==> config.mk <==
export PLATFORM = sky130hd
export DESIGN_NAME = dvh_regs
export DESIGN_NICKNAME = d
export VERILOG_FILES = /design/src/dvh_pkg.sv /design/src/dvh_debounce.sv /design/src/dvh_regs.sv
export SDC_FILE = /design/constraint.sdc
export NUM_CORES = 1
export LEC_CHECK = 0
export BUFFER_PORTS_ARGS = -buffer_cell sky130_fd_sc_hd__buf_2
export CELL_PAD_IN_SITES_DETAIL_PLACEMENT = 2
export CELL_PAD_IN_SITES_GLOBAL_PLACEMENT = 2
export CORE_ASPECT_RATIO = 0.8
export CORE_MARGIN = 2
export CORE_UTILIZATION = 35
export DETAILED_ROUTE_END_ITERATION = 8
export HOLD_SLACK_MARGIN = 0.1
export PLACE_DENSITY = 0.76
export REMOVE_ABC_BUFFERS = 1
export SETUP_SLACK_MARGIN = 0.05
export SYNTH_ARGS = -nofsm -noshare
export SYNTH_HDL_FRONTEND = slang
export SYNTH_SLANG_ARGS = --single-unit
export TNS_END_PERCENT = 50
==> constraint.sdc <==
create_clock -name sys_clk -period 2.6 [get_ports sys_clk]
set_clock_uncertainty 0.15 [all_clocks]
set_input_delay 0.52 -clock sys_clk [delete_from_list [all_inputs] [get_ports sys_clk]]
set_output_delay 0.52 -clock sys_clk [all_outputs]
set_load 0.03 [all_outputs]
==> src/dvh_pkg.sv <==
package dvh_pkg;

	// ********************************************************
	// register map, page 0
	// ********************************************************
	localparam logic [7:0] ADDR_MUTE = 8'h40;
	localparam logic [7:0] ADDR_GAIN = 8'h41;
	localparam logic [7:0] ADDR_RSVD = 8'h42;
	localparam logic [7:0] ADDR_HSET = 8'h43;
	localparam logic [7:0] ADDR_COMP = 8'h44;

	// ********************************************************
	// reset values
	// ********************************************************
	localparam logic [7:0] RST_MUTE = 8'h0C;
	localparam logic [7:0] RST_GAIN = 8'h00;
	localparam logic [7:0] RST_RSVD = 8'h00;
	localparam logic [7:0] RST_HSET = 8'h00;
	localparam logic [7:0] RST_COMP = 8'h0F;

	// ********************************************************
	// field positions
	// ********************************************************
	localparam int MUTE_BIT = 3;
	localparam int HS_EN_BIT = 7;
	localparam int HS_ST_LO = 5;
	localparam int HS_ST_HI = 6;
	localparam int HS_DEB_LO = 2;
	localparam int HS_DEB_HI = 4;
	localparam int BT_DEB_LO = 0;
	localparam int BT_DEB_HI = 1;
	localparam int COMP_EN_BIT = 6;
	localparam int COMP_TH_LO = 2;
	localparam int COMP_TH_HI = 4;
	localparam int COMP_HY_LO = 0;
	localparam int COMP_HY_HI = 1;
	// writable bits of the headset register (status is read only)
	localparam logic [7:0] HSET_WMASK = 8'h9F;

	// ********************************************************
	// headset status codes
	// ********************************************************
	localparam logic [1:0] HS_NONE = 2'h0;
	localparam logic [1:0] HS_NO_MIC = 2'h1;
	localparam logic [1:0] HS_RSVD = 2'h2;
	localparam logic [1:0] HS_MIC = 2'h3;

	// ********************************************************
	// timing
	// ********************************************************
	localparam int SYS_CLK_HZ = 10000000;
	localparam int REF_CLK_HZ = 1000000;
	localparam int REF_DIV = SYS_CLK_HZ / REF_CLK_HZ;
	localparam int MS_US = 1000;
	localparam int MS_REF_TICKS = MS_US * REF_CLK_HZ / 1000000;
	// a debounce time spans eight sampling periods
	localparam int DEB_SAMPLES = 8;

	// volume soft-step modes
	typedef enum logic [1:0] {
		STEP_EVERY = 2'b00,
		STEP_HALF = 2'b01,
		STEP_OFF = 2'b10,
		STEP_RSVD = 2'b11
	} dvh_step_type;

endpackage : dvh_pkg

==> src/dvh_debounce.sv <==
`timescale 1ns/10ps
module dvh_debounce #(
	parameter int W = 2
) (
	input logic sys_clk,
	input logic rst_n,
	input logic ce,
	input logic clear,
	input logic sample,
	input logic [W-1:0] raw,
	output logic [W-1:0] stable
);
	import dvh_pkg::*;

	logic [W-1:0] candidate;
	logic [2:0] agree;

	// a new value is taken only after eight equal samples in a row
	always_ff @(posedge sys_clk or negedge rst_n) begin
		if (!rst_n) begin
			candidate <= '0;
			agree <= 3'h0;
			stable <= '0;
		end else if (ce) begin
			if (clear) begin
				candidate <= '0;
				agree <= 3'h0;
				stable <= '0;
			end else if (sample) begin
				if (raw != candidate) begin
					candidate <= raw;
					agree <= 3'h0;
				end else if (agree == 3'(DEB_SAMPLES - 2)) begin
					stable <= candidate;
					agree <= 3'h0;
				end else begin
					agree <= agree + 3'h1;
				end
			end
		end
	end

endmodule : dvh_debounce

==> src/dvh_regs.sv <==
// Notes on behaviour
// - mute bit 3 mutes DAC, resets set
// - gain register is signed half-decibel steps
// - headset detection runs only while bit7 set
// - detection result read-only at bits 6:5
// - insertion debounce 16 to 512 ms
// - button debounce off, 8, 16, 32 ms
// - debounce timing from 1 MHz reference
// - compressor active only while bit 6 set
// - compressor threshold field bits 4:2, reset 011
// - compressor hysteresis bits 1:0, reset 11
// - volume changes soft-stepped per step setting
`timescale 1ns/10ps
module dvh_regs (
	input logic sys_clk,
	input logic rst_n,
	input logic ce,
	// register port
	input logic [7:0] reg_addr,
	input logic [7:0] reg_wdata,
	input logic reg_write,
	input logic reg_read,
	output logic [7:0] reg_rdata,
	// data path setting held outside this block
	input dvh_pkg::dvh_step_type soft_step_mode,
	input logic sample_tick,
	// headset pins
	input logic [1:0] headset_sense,
	input logic button_sense,
	// controls to the audio path
	output logic dac_mute,
	output logic [7:0] dac_gain,
	output logic compressor_enable,
	output logic [2:0] compressor_threshold,
	output logic [1:0] compressor_hysteresis,
	output logic [1:0] headset_status,
	output logic button_pressed
);
	import dvh_pkg::*;

	logic [7:0] mute_reg;
	logic [7:0] gain_reg;
	logic [7:0] rsvd_reg;
	logic [7:0] hset_reg;
	logic [7:0] comp_reg;
	logic [7:0] next_rdata;
	logic [2:0] sync_1;
	logic [2:0] sync_2;
	logic [2:0] sync_3;
	logic [2:0] pin_level;
	logic [3:0] ref_cnt;
	logic ref_tick;
	logic [9:0] ms_cnt;
	logic ms_tick;
	logic [5:0] ms_phase;
	logic [5:0] hs_mask;
	logic [5:0] bt_mask;
	logic hs_sample;
	logic bt_sample;
	logic hs_enable;
	logic [1:0] hs_stable;
	logic bt_stable;
	logic half_phase;
	logic step_now;

	// ********************************************************
	// register writes
	// ********************************************************

	// host-writable storage; reserved bits keep what is written
	always_ff @(posedge sys_clk or negedge rst_n) begin
		if (!rst_n) begin
			mute_reg <= RST_MUTE;
			gain_reg <= RST_GAIN;
			rsvd_reg <= RST_RSVD;
			hset_reg <= RST_HSET;
			comp_reg <= RST_COMP;
		end else if (ce && reg_write) begin
			case (reg_addr)
				ADDR_MUTE: mute_reg <= reg_wdata;
				ADDR_GAIN: gain_reg <= reg_wdata;
				ADDR_RSVD: rsvd_reg <= reg_wdata;
				ADDR_HSET: hset_reg <= reg_wdata & HSET_WMASK;
				ADDR_COMP: comp_reg <= reg_wdata;
				default: ;
			endcase
		end
	end

	// ********************************************************
	// register reads
	// ********************************************************

	// unmapped locations read as zero
	always_comb begin
		case (reg_addr)
			ADDR_MUTE: next_rdata = mute_reg;
			ADDR_GAIN: next_rdata = gain_reg;
			ADDR_RSVD: next_rdata = rsvd_reg;
			ADDR_HSET: begin
				next_rdata = hset_reg;
				next_rdata[HS_ST_HI:HS_ST_LO] = headset_status;
			end
			ADDR_COMP: next_rdata = comp_reg;
			default: next_rdata = 8'h00;
		endcase
	end

	// read data is registered, one cycle after the strobe
	always_ff @(posedge sys_clk or negedge rst_n) begin
		if (!rst_n) begin
			reg_rdata <= 8'h00;
		end else if (ce && reg_read) begin
			reg_rdata <= next_rdata;
		end
	end

	// ********************************************************
	// direct controls
	// ********************************************************

	assign dac_mute = mute_reg[MUTE_BIT];
	assign compressor_enable = comp_reg[COMP_EN_BIT];
	assign compressor_threshold = comp_reg[COMP_TH_HI:COMP_TH_LO];
	assign compressor_hysteresis = comp_reg[COMP_HY_HI:COMP_HY_LO];

	// ********************************************************
	// volume soft-step
	// ********************************************************

	// half mode steps on every second sample tick
	always_ff @(posedge sys_clk or negedge rst_n) begin
		if (!rst_n) begin
			half_phase <= 1'b0;
		end else if (ce && sample_tick) begin
			half_phase <= ~half_phase;
		end
	end

	always_comb begin
		case (soft_step_mode)
			STEP_EVERY: step_now = sample_tick;
			STEP_HALF: step_now = sample_tick & half_phase;
			default: step_now = 1'b1;
		endcase
	end

	// signed compare, one half-decibel per step
	always_ff @(posedge sys_clk or negedge rst_n) begin
		if (!rst_n) begin
			dac_gain <= RST_GAIN;
		end else if (ce && step_now) begin
			if (soft_step_mode == STEP_OFF || soft_step_mode == STEP_RSVD) begin
				dac_gain <= gain_reg;
			end else if ($signed(dac_gain) < $signed(gain_reg)) begin
				dac_gain <= dac_gain + 8'h01;
			end else if ($signed(dac_gain) > $signed(gain_reg)) begin
				dac_gain <= dac_gain - 8'h01;
			end
		end
	end

	// ********************************************************
	// pin synchronisers
	// ********************************************************

	// three stages; a level counts once stages two and three agree
	always_ff @(posedge sys_clk or negedge rst_n) begin
		if (!rst_n) begin
			sync_1 <= 3'h0;
			sync_2 <= 3'h0;
			sync_3 <= 3'h0;
			pin_level <= 3'h0;
		end else if (ce) begin
			sync_1 <= {button_sense, headset_sense};
			sync_2 <= sync_1;
			sync_3 <= sync_2;
			for (int i = 0; i < 3; i++) begin
				if (sync_2[i] == sync_3[i]) begin
					pin_level[i] <= sync_3[i];
				end
			end
		end
	end

	// ********************************************************
	// debounce timebase
	// ********************************************************

	// 1 MHz reference from the system clock
	always_ff @(posedge sys_clk or negedge rst_n) begin
		if (!rst_n) begin
			ref_cnt <= 4'h0;
		end else if (ce) begin
			if (ref_tick) begin
				ref_cnt <= 4'h0;
			end else begin
				ref_cnt <= ref_cnt + 4'h1;
			end
		end
	end
	assign ref_tick = (ref_cnt == 4'(REF_DIV - 1));

	// millisecond count of reference ticks, and a free ms phase
	always_ff @(posedge sys_clk or negedge rst_n) begin
		if (!rst_n) begin
			ms_cnt <= 10'h000;
			ms_phase <= 6'h00;
		end else if (ce && ref_tick) begin
			if (ms_tick) begin
				ms_cnt <= 10'h000;
				ms_phase <= ms_phase + 6'h01;
			end else begin
				ms_cnt <= ms_cnt + 10'h001;
			end
		end
	end
	assign ms_tick = (ms_cnt == 10'(MS_REF_TICKS - 1));

	// sampling period 2..64 ms; reserved codes act as 64
	always_comb begin
		case (hset_reg[HS_DEB_HI:HS_DEB_LO])
			3'h0: hs_mask = 6'h01;
			3'h1: hs_mask = 6'h03;
			3'h2: hs_mask = 6'h07;
			3'h3: hs_mask = 6'h0F;
			3'h4: hs_mask = 6'h1F;
			default: hs_mask = 6'h3F;
		endcase
	end

	// button sampling period 1, 2 or 4 ms
	always_comb begin
		case (hset_reg[BT_DEB_HI:BT_DEB_LO])
			2'h2: bt_mask = 6'h01;
			2'h3: bt_mask = 6'h03;
			default: bt_mask = 6'h00;
		endcase
	end

	assign hs_sample = ref_tick & ms_tick & ((ms_phase & hs_mask) == 6'h00);
	assign bt_sample = ref_tick & ms_tick & ((ms_phase & bt_mask) == 6'h00);

	// ********************************************************
	// headset detection
	// ********************************************************

	assign hs_enable = hset_reg[HS_EN_BIT];

	dvh_debounce #(
		.W(2)
	) u_insert_filter (
		.sys_clk(sys_clk),
		.rst_n(rst_n),
		.ce(ce),
		.clear(~hs_enable),
		.sample(hs_sample),
		.raw(pin_level[1:0]),
		.stable(hs_stable)
	);

	dvh_debounce #(
		.W(1)
	) u_button_filter (
		.sys_clk(sys_clk),
		.rst_n(rst_n),
		.ce(ce),
		.clear(~hs_enable),
		.sample(bt_sample),
		.raw(pin_level[2]),
		.stable(bt_stable)
	);

	// reserved code and disabled detection read 00
	// gated here too, since the filter clear lands one cycle late
	assign headset_status = (~hs_enable || hs_stable == HS_RSVD) ? HS_NONE :
		hs_stable;

	// code 00 bypasses the button filter
	assign button_pressed = ~hs_enable ? 1'b0 :
		(hset_reg[BT_DEB_HI:BT_DEB_LO] == 2'h0) ? pin_level[2] : bt_stable;

endmodule : dvh_regs

Word level (Yosys, flattened, before mapping):

Index checks and enable logic that the tools add are counted.
W data, S select, Z words.

* flip-flop bits (word level): 99
* input port bits: 27
* logic and storage cells: 135

* add/sub/neg operators: 7
* $lt $le $gt $ge: 2
* equality and inequality tests: 32
* mux-type cells: 34
* bitwise gates (word level): 8
* reductions and logical operators: 29

Operators by type and width (number)
* $eq A8 B7 Y1 const B: 5
* $pmux W8 S5: 1
* $pmux W6 S5: 1
* $mux W3: 8
* $mux W8: 3
* $reduce_and A2 Y1: 12
* $mux W2: 8
* $and A6 B6 Y6: 2
* $logic_not A6 Y1: 2
* $ne A2 B1 Y1 const B: 6
* $add A10 B1 Y10 const B: 1
* $eq A10 B10 Y1 const B: 1
* $eq A2 B2 Y1 const B: 5
* $mux W10: 1
* $eq A3 B3 Y1 const B: 3
* $mux W1: 9
* $add A8 B1 Y8 const B: 1
* $gt A8 B8 Y1: 1
* $lt A8 B8 Y1: 1
* $reduce_and A4 Y1: 2
* $sub A8 B1 Y8 const B: 1
* $add A3 B1 Y3 const B: 2
* $add A6 B1 Y6 const B: 1
* $eq A3 B2 Y1 const B: 2
* other kinds (19): 33

Longest topological paths before layout:

Gate-level depths: netlist of run 1.

* depth in word-level cells: 7
* depth in mapped cells: 12
* depth with buffers taken out: 12

Modules after synthesis:

From an unflattened synthesis of run 1, not the netlist that was laid out.

* cell total of the unflattened synthesis: 495
* area, all modules: 5325.1 um^2

By module, submodules not included
* dvh_regs: instances 1, cells each 429, area each 4644.5 um^2
* dvh_debounce (u_insert_filter): instances 1, cells each 38, area each 386.6 um^2
* dvh_debounce (u_button_filter): instances 1, cells each 28, area each 294.0 um^2

Least setup slack after synthesis of run 1:

No wires, ideal clock.

* kind: register -> register
* from: register dac_gain[7]
* to: register dac_gain[4]
* library setup time: 0.071 ns
* arrival time: 2.777 ns
* data required time: 2.379 ns
* slack: -0.398 ns
* stages on the path, launching flop included: 12
* buffers on the path: 0
* clock period less this slack: 2.998 ns
* cell sequence: dfrtp_1 > ha_1 > or3b_4 > a21oi_4 > a21oi_1 > nor2_1 > xnor2_1 > ha_1 > and3_2 > nand3_1 > a2111o_1 > nand4_1

* word-level cells in the longest chain between the ends: 3
* elaborated cells between the ends (all ways): 6
* those cells by class: 2 x order compare; 2 x mux; 2 x reduce/logical

RTL lines
* start, declared: RTL line dvh_regs.sv:32 `output logic [7:0] dac_gain,`
* start signal, assigned: RTL line dvh_regs.sv:154 `dac_gain <= gain_reg;`
* start signal, assigned: RTL line dvh_regs.sv:156 `dac_gain <= dac_gain + 8'h01;`
* start signal, assigned: RTL line dvh_regs.sv:158 `dac_gain <= dac_gain - 8'h01;`
* $lt A8 B8 Y1 or $gt A8 B8 Y1 (tied branches): RTL line dvh_regs.sv:155, dvh_regs.sv:157
* $reduce_bool A3 Y1 (no source line) or $mux W8 (tied branches)
* $reduce_and A2 Y1 (no source line) or $mux W8 (tied branches)

Several ways; a longest one is shown, not always the timed one.
A chain may end at the register's enable or synchronous reset.

Worst setup path after layout of run 1:

* from: register gain_reg[1]
* to: register dac_gain[6]

* word-level cells in the longest chain between the ends: 3
* elaborated cells between the ends (all ways): 6
* those cells by class: 2 x order compare; 2 x mux; 2 x reduce/logical

RTL lines
* start, declared: RTL line dvh_regs.sv:42 `logic [7:0] gain_reg;`
* start signal, assigned: RTL line dvh_regs.sv:81 `ADDR_GAIN: gain_reg <= reg_wdata;`
* $lt A8 B8 Y1 or $gt A8 B8 Y1 (tied branches): RTL line dvh_regs.sv:155, dvh_regs.sv:157
* $reduce_bool A3 Y1 (no source line) or $mux W8 (tied branches)
* $reduce_and A2 Y1 (no source line) or $mux W8 (tied branches)

Several ways; a longest one is shown, not always the timed one.

==> flow_metrics.py, run 1 <==
metrics = {
    "critical_path": {
        "cp.required_ns": 2.67,
        "slowest_delay_ns": 0.40,
        "path_max_fanout": 4,
        "critical-path-top-delay-family": "compound AO/OA/AOI/OAI gates",
        "path_class": "reg -> reg",
        "cp_data_arrival_time_ns": 2.94,
        "timing.critical_path.mode_cell": "ha_4",
        "end_kind": "flip-flop",
        "cp_num_buf_inv": 1,
        "startpoint_type": "flip-flop",
        "slowest_stage": "dfrtp_1",
        "timing.critical_path.cells": "inv_2 -> ha_4 -> and2b_2 -> o211ai_1 -> a21oi_2 -> nor2_4 -> xnor2_2 -> ha_4 -> nor4_1 -> o21ai_1 -> o2111ai_1 -> o211ai_2",
    },
    "detailed_routing": {
        "wire_per_inst_um": 23.0,
        "vias": 4386,
        "via_per_inst": 5.60,
        "drtPass1Iterations": 4,
        "ant_nets": 0,
        "routed_wl_um": 18000,
        "drc": 0,
        "first_iter_violations": 172,
    },
    "floorplanning": {
        "die_h_um": 114,
        "die_x_um": 141,
        "io_pins": 53,
        "core_mm2": 0.0149,
        "die_area_mm2": 0.0161,
        "rows": 40,
        "start_util_pct": 35.5,
    },
    "timing": {
        "fin_hold_ws_ns": 0.246,
        "rsz0062_at_grt": "yes",
        "period_minus_slack_ns": 2.87,
        "slew_headroom_pct": 67.0,
        "slew_viol_final": 0,
        "setup_viol": 6,
        "fin_crit_sh_pct": 110,
        "finalHoldViolCount": 0,
        "max_freq_ghz": 0.348,
        "finalWorstSetupSlack_ns": -0.270,
        "worstMarginPinSlew_ns": 0.494,
    },
    "synth": {
        "synth_most_common_cell": "dfrtp_1",
        "yosys_warnings": 0,
        "synth_top_area_share_pct": 44.1,
        "yosys_most_used_dff": "dfrtp_1",
        "syn_area_mm2": 0.00528,
        "synth_area_leaders": "dfrtp_1, mux2_2, o21ai_0",
        "postSynth.asyncResetShare_pct": 100,
        "synth.distinct_cells": 73,
        "synth_top_area_cell": "dfrtp_1",
        "synthCells": 494,
        "ys_seq_area_share_pct": 47.1,
        "netlist_top_cells_count": "dfrtp_1, nand2_1, o21ai_0",
        "ys_seq_elements": 99,
        "synth_edf_count": 0,
        "synth_area_per_cell_um2": 10.7,
    },
    "pwr": {
        "power_frac_clock_pct": 26.0,
        "p_comb_share_pct": 38.5,
        "fin_total_pwr_w": 0.00539,
        "internal-power_w": 0.00339,
        "p_leak_nw": 2.93,
        "p_per_area_mw_per_mm2": 829,
        "p_sw_share_pct": 37.2,
        "vdd_ir_drop_max_mv": 0.310,
        "p_seq_share_pct": 35.4,
        "switchingPower_w": 0.00200,
    },
    "clocking": {
        "cts_sinks": 99,
        "clkLatencyLatePin_ns": 0.36,
        "clk_pin_slew_ns": 0.08,
        "numCtsBuffers": 9,
        "ctsLongestPathBuffers": 2,
        "h-tree-depth": 3,
        "cts_root_buffer": "clkbuf_16",
        "cts_tree": "built",
    },
    "layout": {
        "fillers": 1554,
        "final_util_pct": 43.8,
        "final_nets": 627,
        "drive_above_1_share_pct": 38.2,
        "regMostFlops": "ms_cnt",
        "area_growth_pct": 23.3,
        "largest_reg_flops": 10,
        "antennaDiodeCount": 0,
    },
    "global_routing": {
        "grt_max_degree": 49,
        "grt_pass1_wl_um": 28700,
        "antenna_found_initial": 0,
        "globalRouteOverflowTotal": 0,
        "grt_usage_pct": 23.3,
        "grt_pass1_vias": 4942,
    },
    "placement": {
        "hpwl_um": 11700,
        "port_buffers": 52,
        "place.gp.congestion": 0.834,
    },
    "status": {
        "violations": "negative setup slack",
        "status": "finished with violations",
    },
    "run": {
        "max_cap_violations": 0,
    },
    "worst_hold_path": {
        "hold_class": "in -> reg",
    },
}
[area by class of cell]
class,count,area [um2],area share (%)
multi-input combinational,353,2700,41.6
sequential,99,2490,38.2
timing repair buffer,108,711,10.9
tap,189,236,3.63
clock buffer,9,225,3.46
clock inverter,7,76.3,1.17
inverter,18,67.6,1.04
[power by group through the flow]
stage               Sequential (W)  Clock (W)  Combinational [W]
floorplan                  0.00203          0           0.000787
global placement           0.00188          0            0.00152
detailed placement         0.00191          0            0.00161
CTS                        0.00189    0.00143            0.00179
global route               0.00193    0.00149            0.00224
finish                     0.00191    0.00140            0.00208
[cell families (layout without fill, tap and decap cells)]
group / Yosys count / after routing / synth area share, %
buffers and inverters: 42 / 142 / 4.17
multiplexers: 53 / 53 / 12.1
adder cells (fa/ha/maj): 11 / 11 / 2.61
XOR/XNOR: 18 / 18 / 2.99
AO/OA/AOI/OAI: 111 / 111 / 14.7
flip-flops: 99 / 99 / 47.1
AND/OR/NAND/NOR: 160 / 160 / 16.4
[what timing repair did]
item                                    4_1_cts  5_1_grt
gates cloned                                  0        0
setup buffers                                 5        8
hold buffers                                  1        0
gates resized for setup                      12       19
endpoints found under the hold margin        23        0
endpoints found under the setup margin        5        9
pin swaps                                     9       12
[path summary, 6_finish.rpt]
check / cells after the start / startpoint / slack [ns] / endpoint
setup / recovery: 12 / gain_reg[1]$_DFFE_PN0P_ / -0.27 / dac_gain[6]$_DFFE_PN0P_
hold / removal: 2 / headset_sense[0] / 0.25 / sync_1[0]$_DFFE_PN0P_
setup reg to reg: 12 / gain_reg[1]$_DFFE_PN0P_ / -0.27 / dac_gain[6]$_DFFE_PN0P_
hold reg to reg: 2 / reg_rdata[6]$_DFFE_PN0P_ / 0.33 / reg_rdata[6]$_DFFE_PN0P_
max in group asynchronous: 3 / rst_n / 1.09 / pin_level[2]$_DFFE_PN0P_
min in group asynchronous: 2 / rst_n / 0.50 / reg_rdata[6]$_DFFE_PN0P_
[metrics by stage]
stage               instances  instance area (um2)  setup TNS, ns  setup WS (ns)
finish                    783                 6510         -0.729         -0.270
global placement          753                 5960         -0.364         -0.217
floorplan                 470                 5120         -0.829         -0.406
CTS                       775                 6370         -0.392         -0.245
global route              783                 6510          -1.11         -0.356
detailed placement        753                 5960         -0.829         -0.424
[metal layers]
layer / track usage (%) / vias up / share of wire (%)
met2: 40.2 / 88 / 50
li1: - / 1986 / -
met3: 4.79 / 32 / 3.0
met5: 0 / - / 0
met4: 6.67 / 0 / 2.8
met1: 29.7 / 2280 / 44
[cells in the final DEF (no fill, tap or decap), drive strengths merged, types with 9 or more instances in the layout]
| master | synthesis | routed |
|---|---|---|
| a21oi | 16 | 16 |
| buf | 14 | 106 |
| clkbuf | 9 | 10 |
| dfrtp | 93 | 93 |
| ha | 11 | 11 |
| inv | 18 | 20 |
| mux2 | 49 | 49 |
| nand2 | 55 | 55 |
| nand3 | 14 | 14 |
| nand4 | 15 | 15 |
| nor2 | 23 | 23 |
| nor3 | 9 | 9 |
| o21ai | 47 | 47 |
| xnor2 | 13 | 13 |
No activity file was read; power rests on OpenSTA's default activity.
==> inputs of run 2 (changes only) <==
- SYNTH_HIERARCHICAL: unset -> 1
==> flow_metrics.py, run 2 <==
metrics = {
    "worst_hold_path": {
        "min_from": "button_sense",
        "hold_class": "in -> reg",
    },
    "floorplanning": {
        "core_mm2": 0.0150,
        "die_x_um": 142,
        "io_pins": 53,
        "die_area_mm2": 0.0162,
        "rows": 40,
        "start_util_pct": 35.6,
        "die_h_um": 114,
    },
    "synth": {
        "postSynth.asyncResetShare_pct": 100,
        "synth_area_per_cell_um2": 10.8,
        "synth-xor-area-share_pct": 2.96,
        "synth.distinct_cells": 75,
        "yosys_most_used_dff": "dfrtp_1",
        "synth_edf_count": 0,
        "ys_seq_area_share_pct": 46.7,
        "yosys_warnings": 6,
        "synth_area_leaders": "dfrtp_1, mux2_2, o21ai_0",
        "synth_top_family_by_area": "compound AO/OA/AOI/OAI gates",
        "synth_most_common_cell": "dfrtp_1",
        "synthMuxAreaShare_pct": 11.5,
        "synthCells": 495,
        "synth_compound_area_share_pct": 16.5,
        "yosys.area_share.simple_pct": 15.7,
        "syn_area_mm2": 0.00533,
        "ys_seq_elements": 99,
        "synth_top_area_cell": "dfrtp_1",
        "synthAdderAreaFrac_pct": 2.58,
        "synth_top_area_share_pct": 43.7,
        "netlist_top_cells_count": "dfrtp_1, mux2_2, nand2_1",
    },
    "critical_path": {
        "path_max_fanout": 3,
        "r2r-start": "gain_reg[3]$_DFFE_PN0P_",
        "slowest_delay_ns": 0.43,
        "cp_data_arrival_time_ns": 3.48,
        "cp_num_buf_inv": 1,
        "startpoint_type": "flip-flop",
        "cp-startpoint": "gain_reg[3]$_DFFE_PN0P_",
        "timing.critical_path.cells": "inv_2 -> ha_4 -> a21o_4 -> a221o_2 -> nor3_4 -> a21oi_2 -> xor2_1 -> ha_2 -> or4_4 -> nand3b_1 -> o21a_1 -> o211ai_1",
        "path_class": "reg -> reg",
        "critical-path-top-delay-family": "compound AO/OA/AOI/OAI gates",
        "end_kind": "flip-flop",
        "cp.required_ns": 2.72,
        "slowest_stage": "or4_4",
    },
    "clocking": {
        "numCtsBuffers": 9,
        "clkLatencyLatePin_ns": 0.36,
        "cts_tree": "built",
        "ctsLongestPathBuffers": 2,
        "h-tree-depth": 3,
        "cts_root_buffer": "clkbuf_16",
        "cts_sinks": 99,
        "clk_pin_slew_ns": 0.08,
    },
    "detailed_routing": {
        "wire_per_inst_um": 24.0,
        "via_per_inst": 5.69,
        "drc": 0,
        "ant_nets": 0,
        "first_iter_violations": 252,
        "routed_wl_um": 19400,
        "vias": 4592,
        "drtPass1Iterations": 5,
    },
    "global_routing": {
        "grt_pass1_wl_um": 28900,
        "globalRouteOverflowTotal": 0,
        "grt_pass1_vias": 4963,
        "grt_usage_pct": 23.1,
        "grt_max_degree": 44,
        "antenna_found_initial": 0,
    },
    "status": {
        "violations": "negative setup slack",
        "status": "finished with violations",
    },
    "pwr": {
        "p_leak_nw": 3.11,
        "p_per_area_mw_per_mm2": 837,
        "vdd_ir_drop_max_mv": 0.330,
    },
    "timing": {
        "rsz0062_at_grt": "yes",
        "slew_viol_final": 0,
        "fin_crit_sh_pct": 129,
        "setup_viol": 10,
        "worstMarginPinSlew_ns": 0.630,
        "slew_headroom_pct": 58.0,
        "max_freq_ghz": 0.297,
        "finalWorstSetupSlack_ns": -0.762,
        "period_minus_slack_ns": 3.36,
        "timing.setup.tns_ns": -2.54,
        "finalHoldViolCount": 0,
    },
    "layout": {
        "final_common_cell": "dfrtp_1",
        "antennaDiodeCount": 0,
        "largest_reg_flops": 10,
        "regMostFlops": "ms_cnt",
        "final_nets": 651,
        "drive_above_1_share_pct": 40.8,
        "final_util_pct": 45.6,
        "area_growth_pct": 28.3,
        "final_cell_mix": "dfrtp_1, buf_4, buf_2",
    },
    "placement": {
        "hpwl_um": 12400,
        "port_buffers": 52,
        "place.gp.congestion": 0.816,
    },
    "run": {
        "max_cap_violations": 0,
    },
}
## run 2: cell types whose count changed in the layout (fill, tap and decap cells not counted), moves of 7 or more
cell     previous run  this run
a21oi_1            12        19
buf_4              53        71
o21ai_0            42        31
nand2_1            54        39
nand4_1            15         7
## run 2: power by group
part	internal, W	total [W]	switching (W)
Clock	0.000663	0.00133	0.000665
Sequential	0.00173	0.00194	0.000216
Combinational	0.00108	0.00245	0.00136
## run 2: per-layer routing
layer / vias up / track usage, % / part of all wire, %
li1: 2063 / - / -
met1: 2400 / 30.1 / 45
met2: 102 / 39.6 / 51
met3: 27 / 4.56 / 2.9
met4: 0 / 6.00 / 1.4
met5: - / 0 / 0
## run 2: path summary, 6_finish.rpt
path	end	slack (ns)	cells after the start
worst min-delay path	sync_1[2]$_DFFE_PN0P_	0.24	2
min in group asynchronous	reg_rdata[5]$_DFFE_PN0P_	0.56	2
max in group asynchronous	ref_cnt[1]$_DFFE_PN0P_	1.00	3
worst max-delay path	dac_gain[4]$_DFFE_PN0P_	-0.76	12
worst min register to register	half_phase$_DFFE_PN0P_	0.35	1
worst max register to register	dac_gain[4]$_DFFE_PN0P_	-0.76	12
## run 2: worst register-to-register path, delay by kind of cell, from the launching register on
kind,cells,cell delay (ns)
AOI/OAI and AO/OA,5,1.10
and+or+nand+nor,3,0.93
adders and majority gates,2,0.42
DFF,1,0.40
xor gates and xnor gates,1,0.16
buffers and inverters,1,0.10
## run 2: what timing repair did
item,in CTS,in global routing
resized for setup,19,25
pin swaps,15,22
hold buffers,1,0
gates cloned,1,0
endpoints found under the setup margin,12,27
endpoints found under the hold margin,35,0
setup buffers,9,14
## run 2: area by class of cell
cell class / instances / area [um2]
tap: 189 / 236
timing repair buffer: 130 / 903
multi-input combinational: 350 / 2830
inverter: 23 / 86.3
clock buffer: 9 / 225
sequential: 99 / 2490
fill: 1530 / 8130
clock inverter: 7 / 63.8
## run 2: kinds of logic after synthesis
kind of cell,Yosys count
xor gates and xnor gates,18
adders and majority gates,11
AOI/OAI and AO/OA,120
buffers and inverters,47
muxes,54
and+or+nand+nor,146
DFF,99
## run 2: stage by stage
| step | cells | total power (W) | setup WS [ns] | hold WS [ns] | area, um2 |
|---|---|---|---|---|---|
| after floorplan | 471 | 0.00299 | -0.816 | 0.0744 | 5200 |
| after global placement | 767 | 0.00369 | -0.558 | 0.311 | 6150 |
| after detailed placement | 767 | 0.00385 | -0.836 | 0.348 | 6150 |
| after CTS | 794 | 0.00545 | -0.631 | 0.233 | 6620 |
| after global routing | 807 | 0.00599 | -0.846 | 0.239 | 6830 |
| final | 807 | 0.00572 | -0.762 | 0.243 | 6830 |
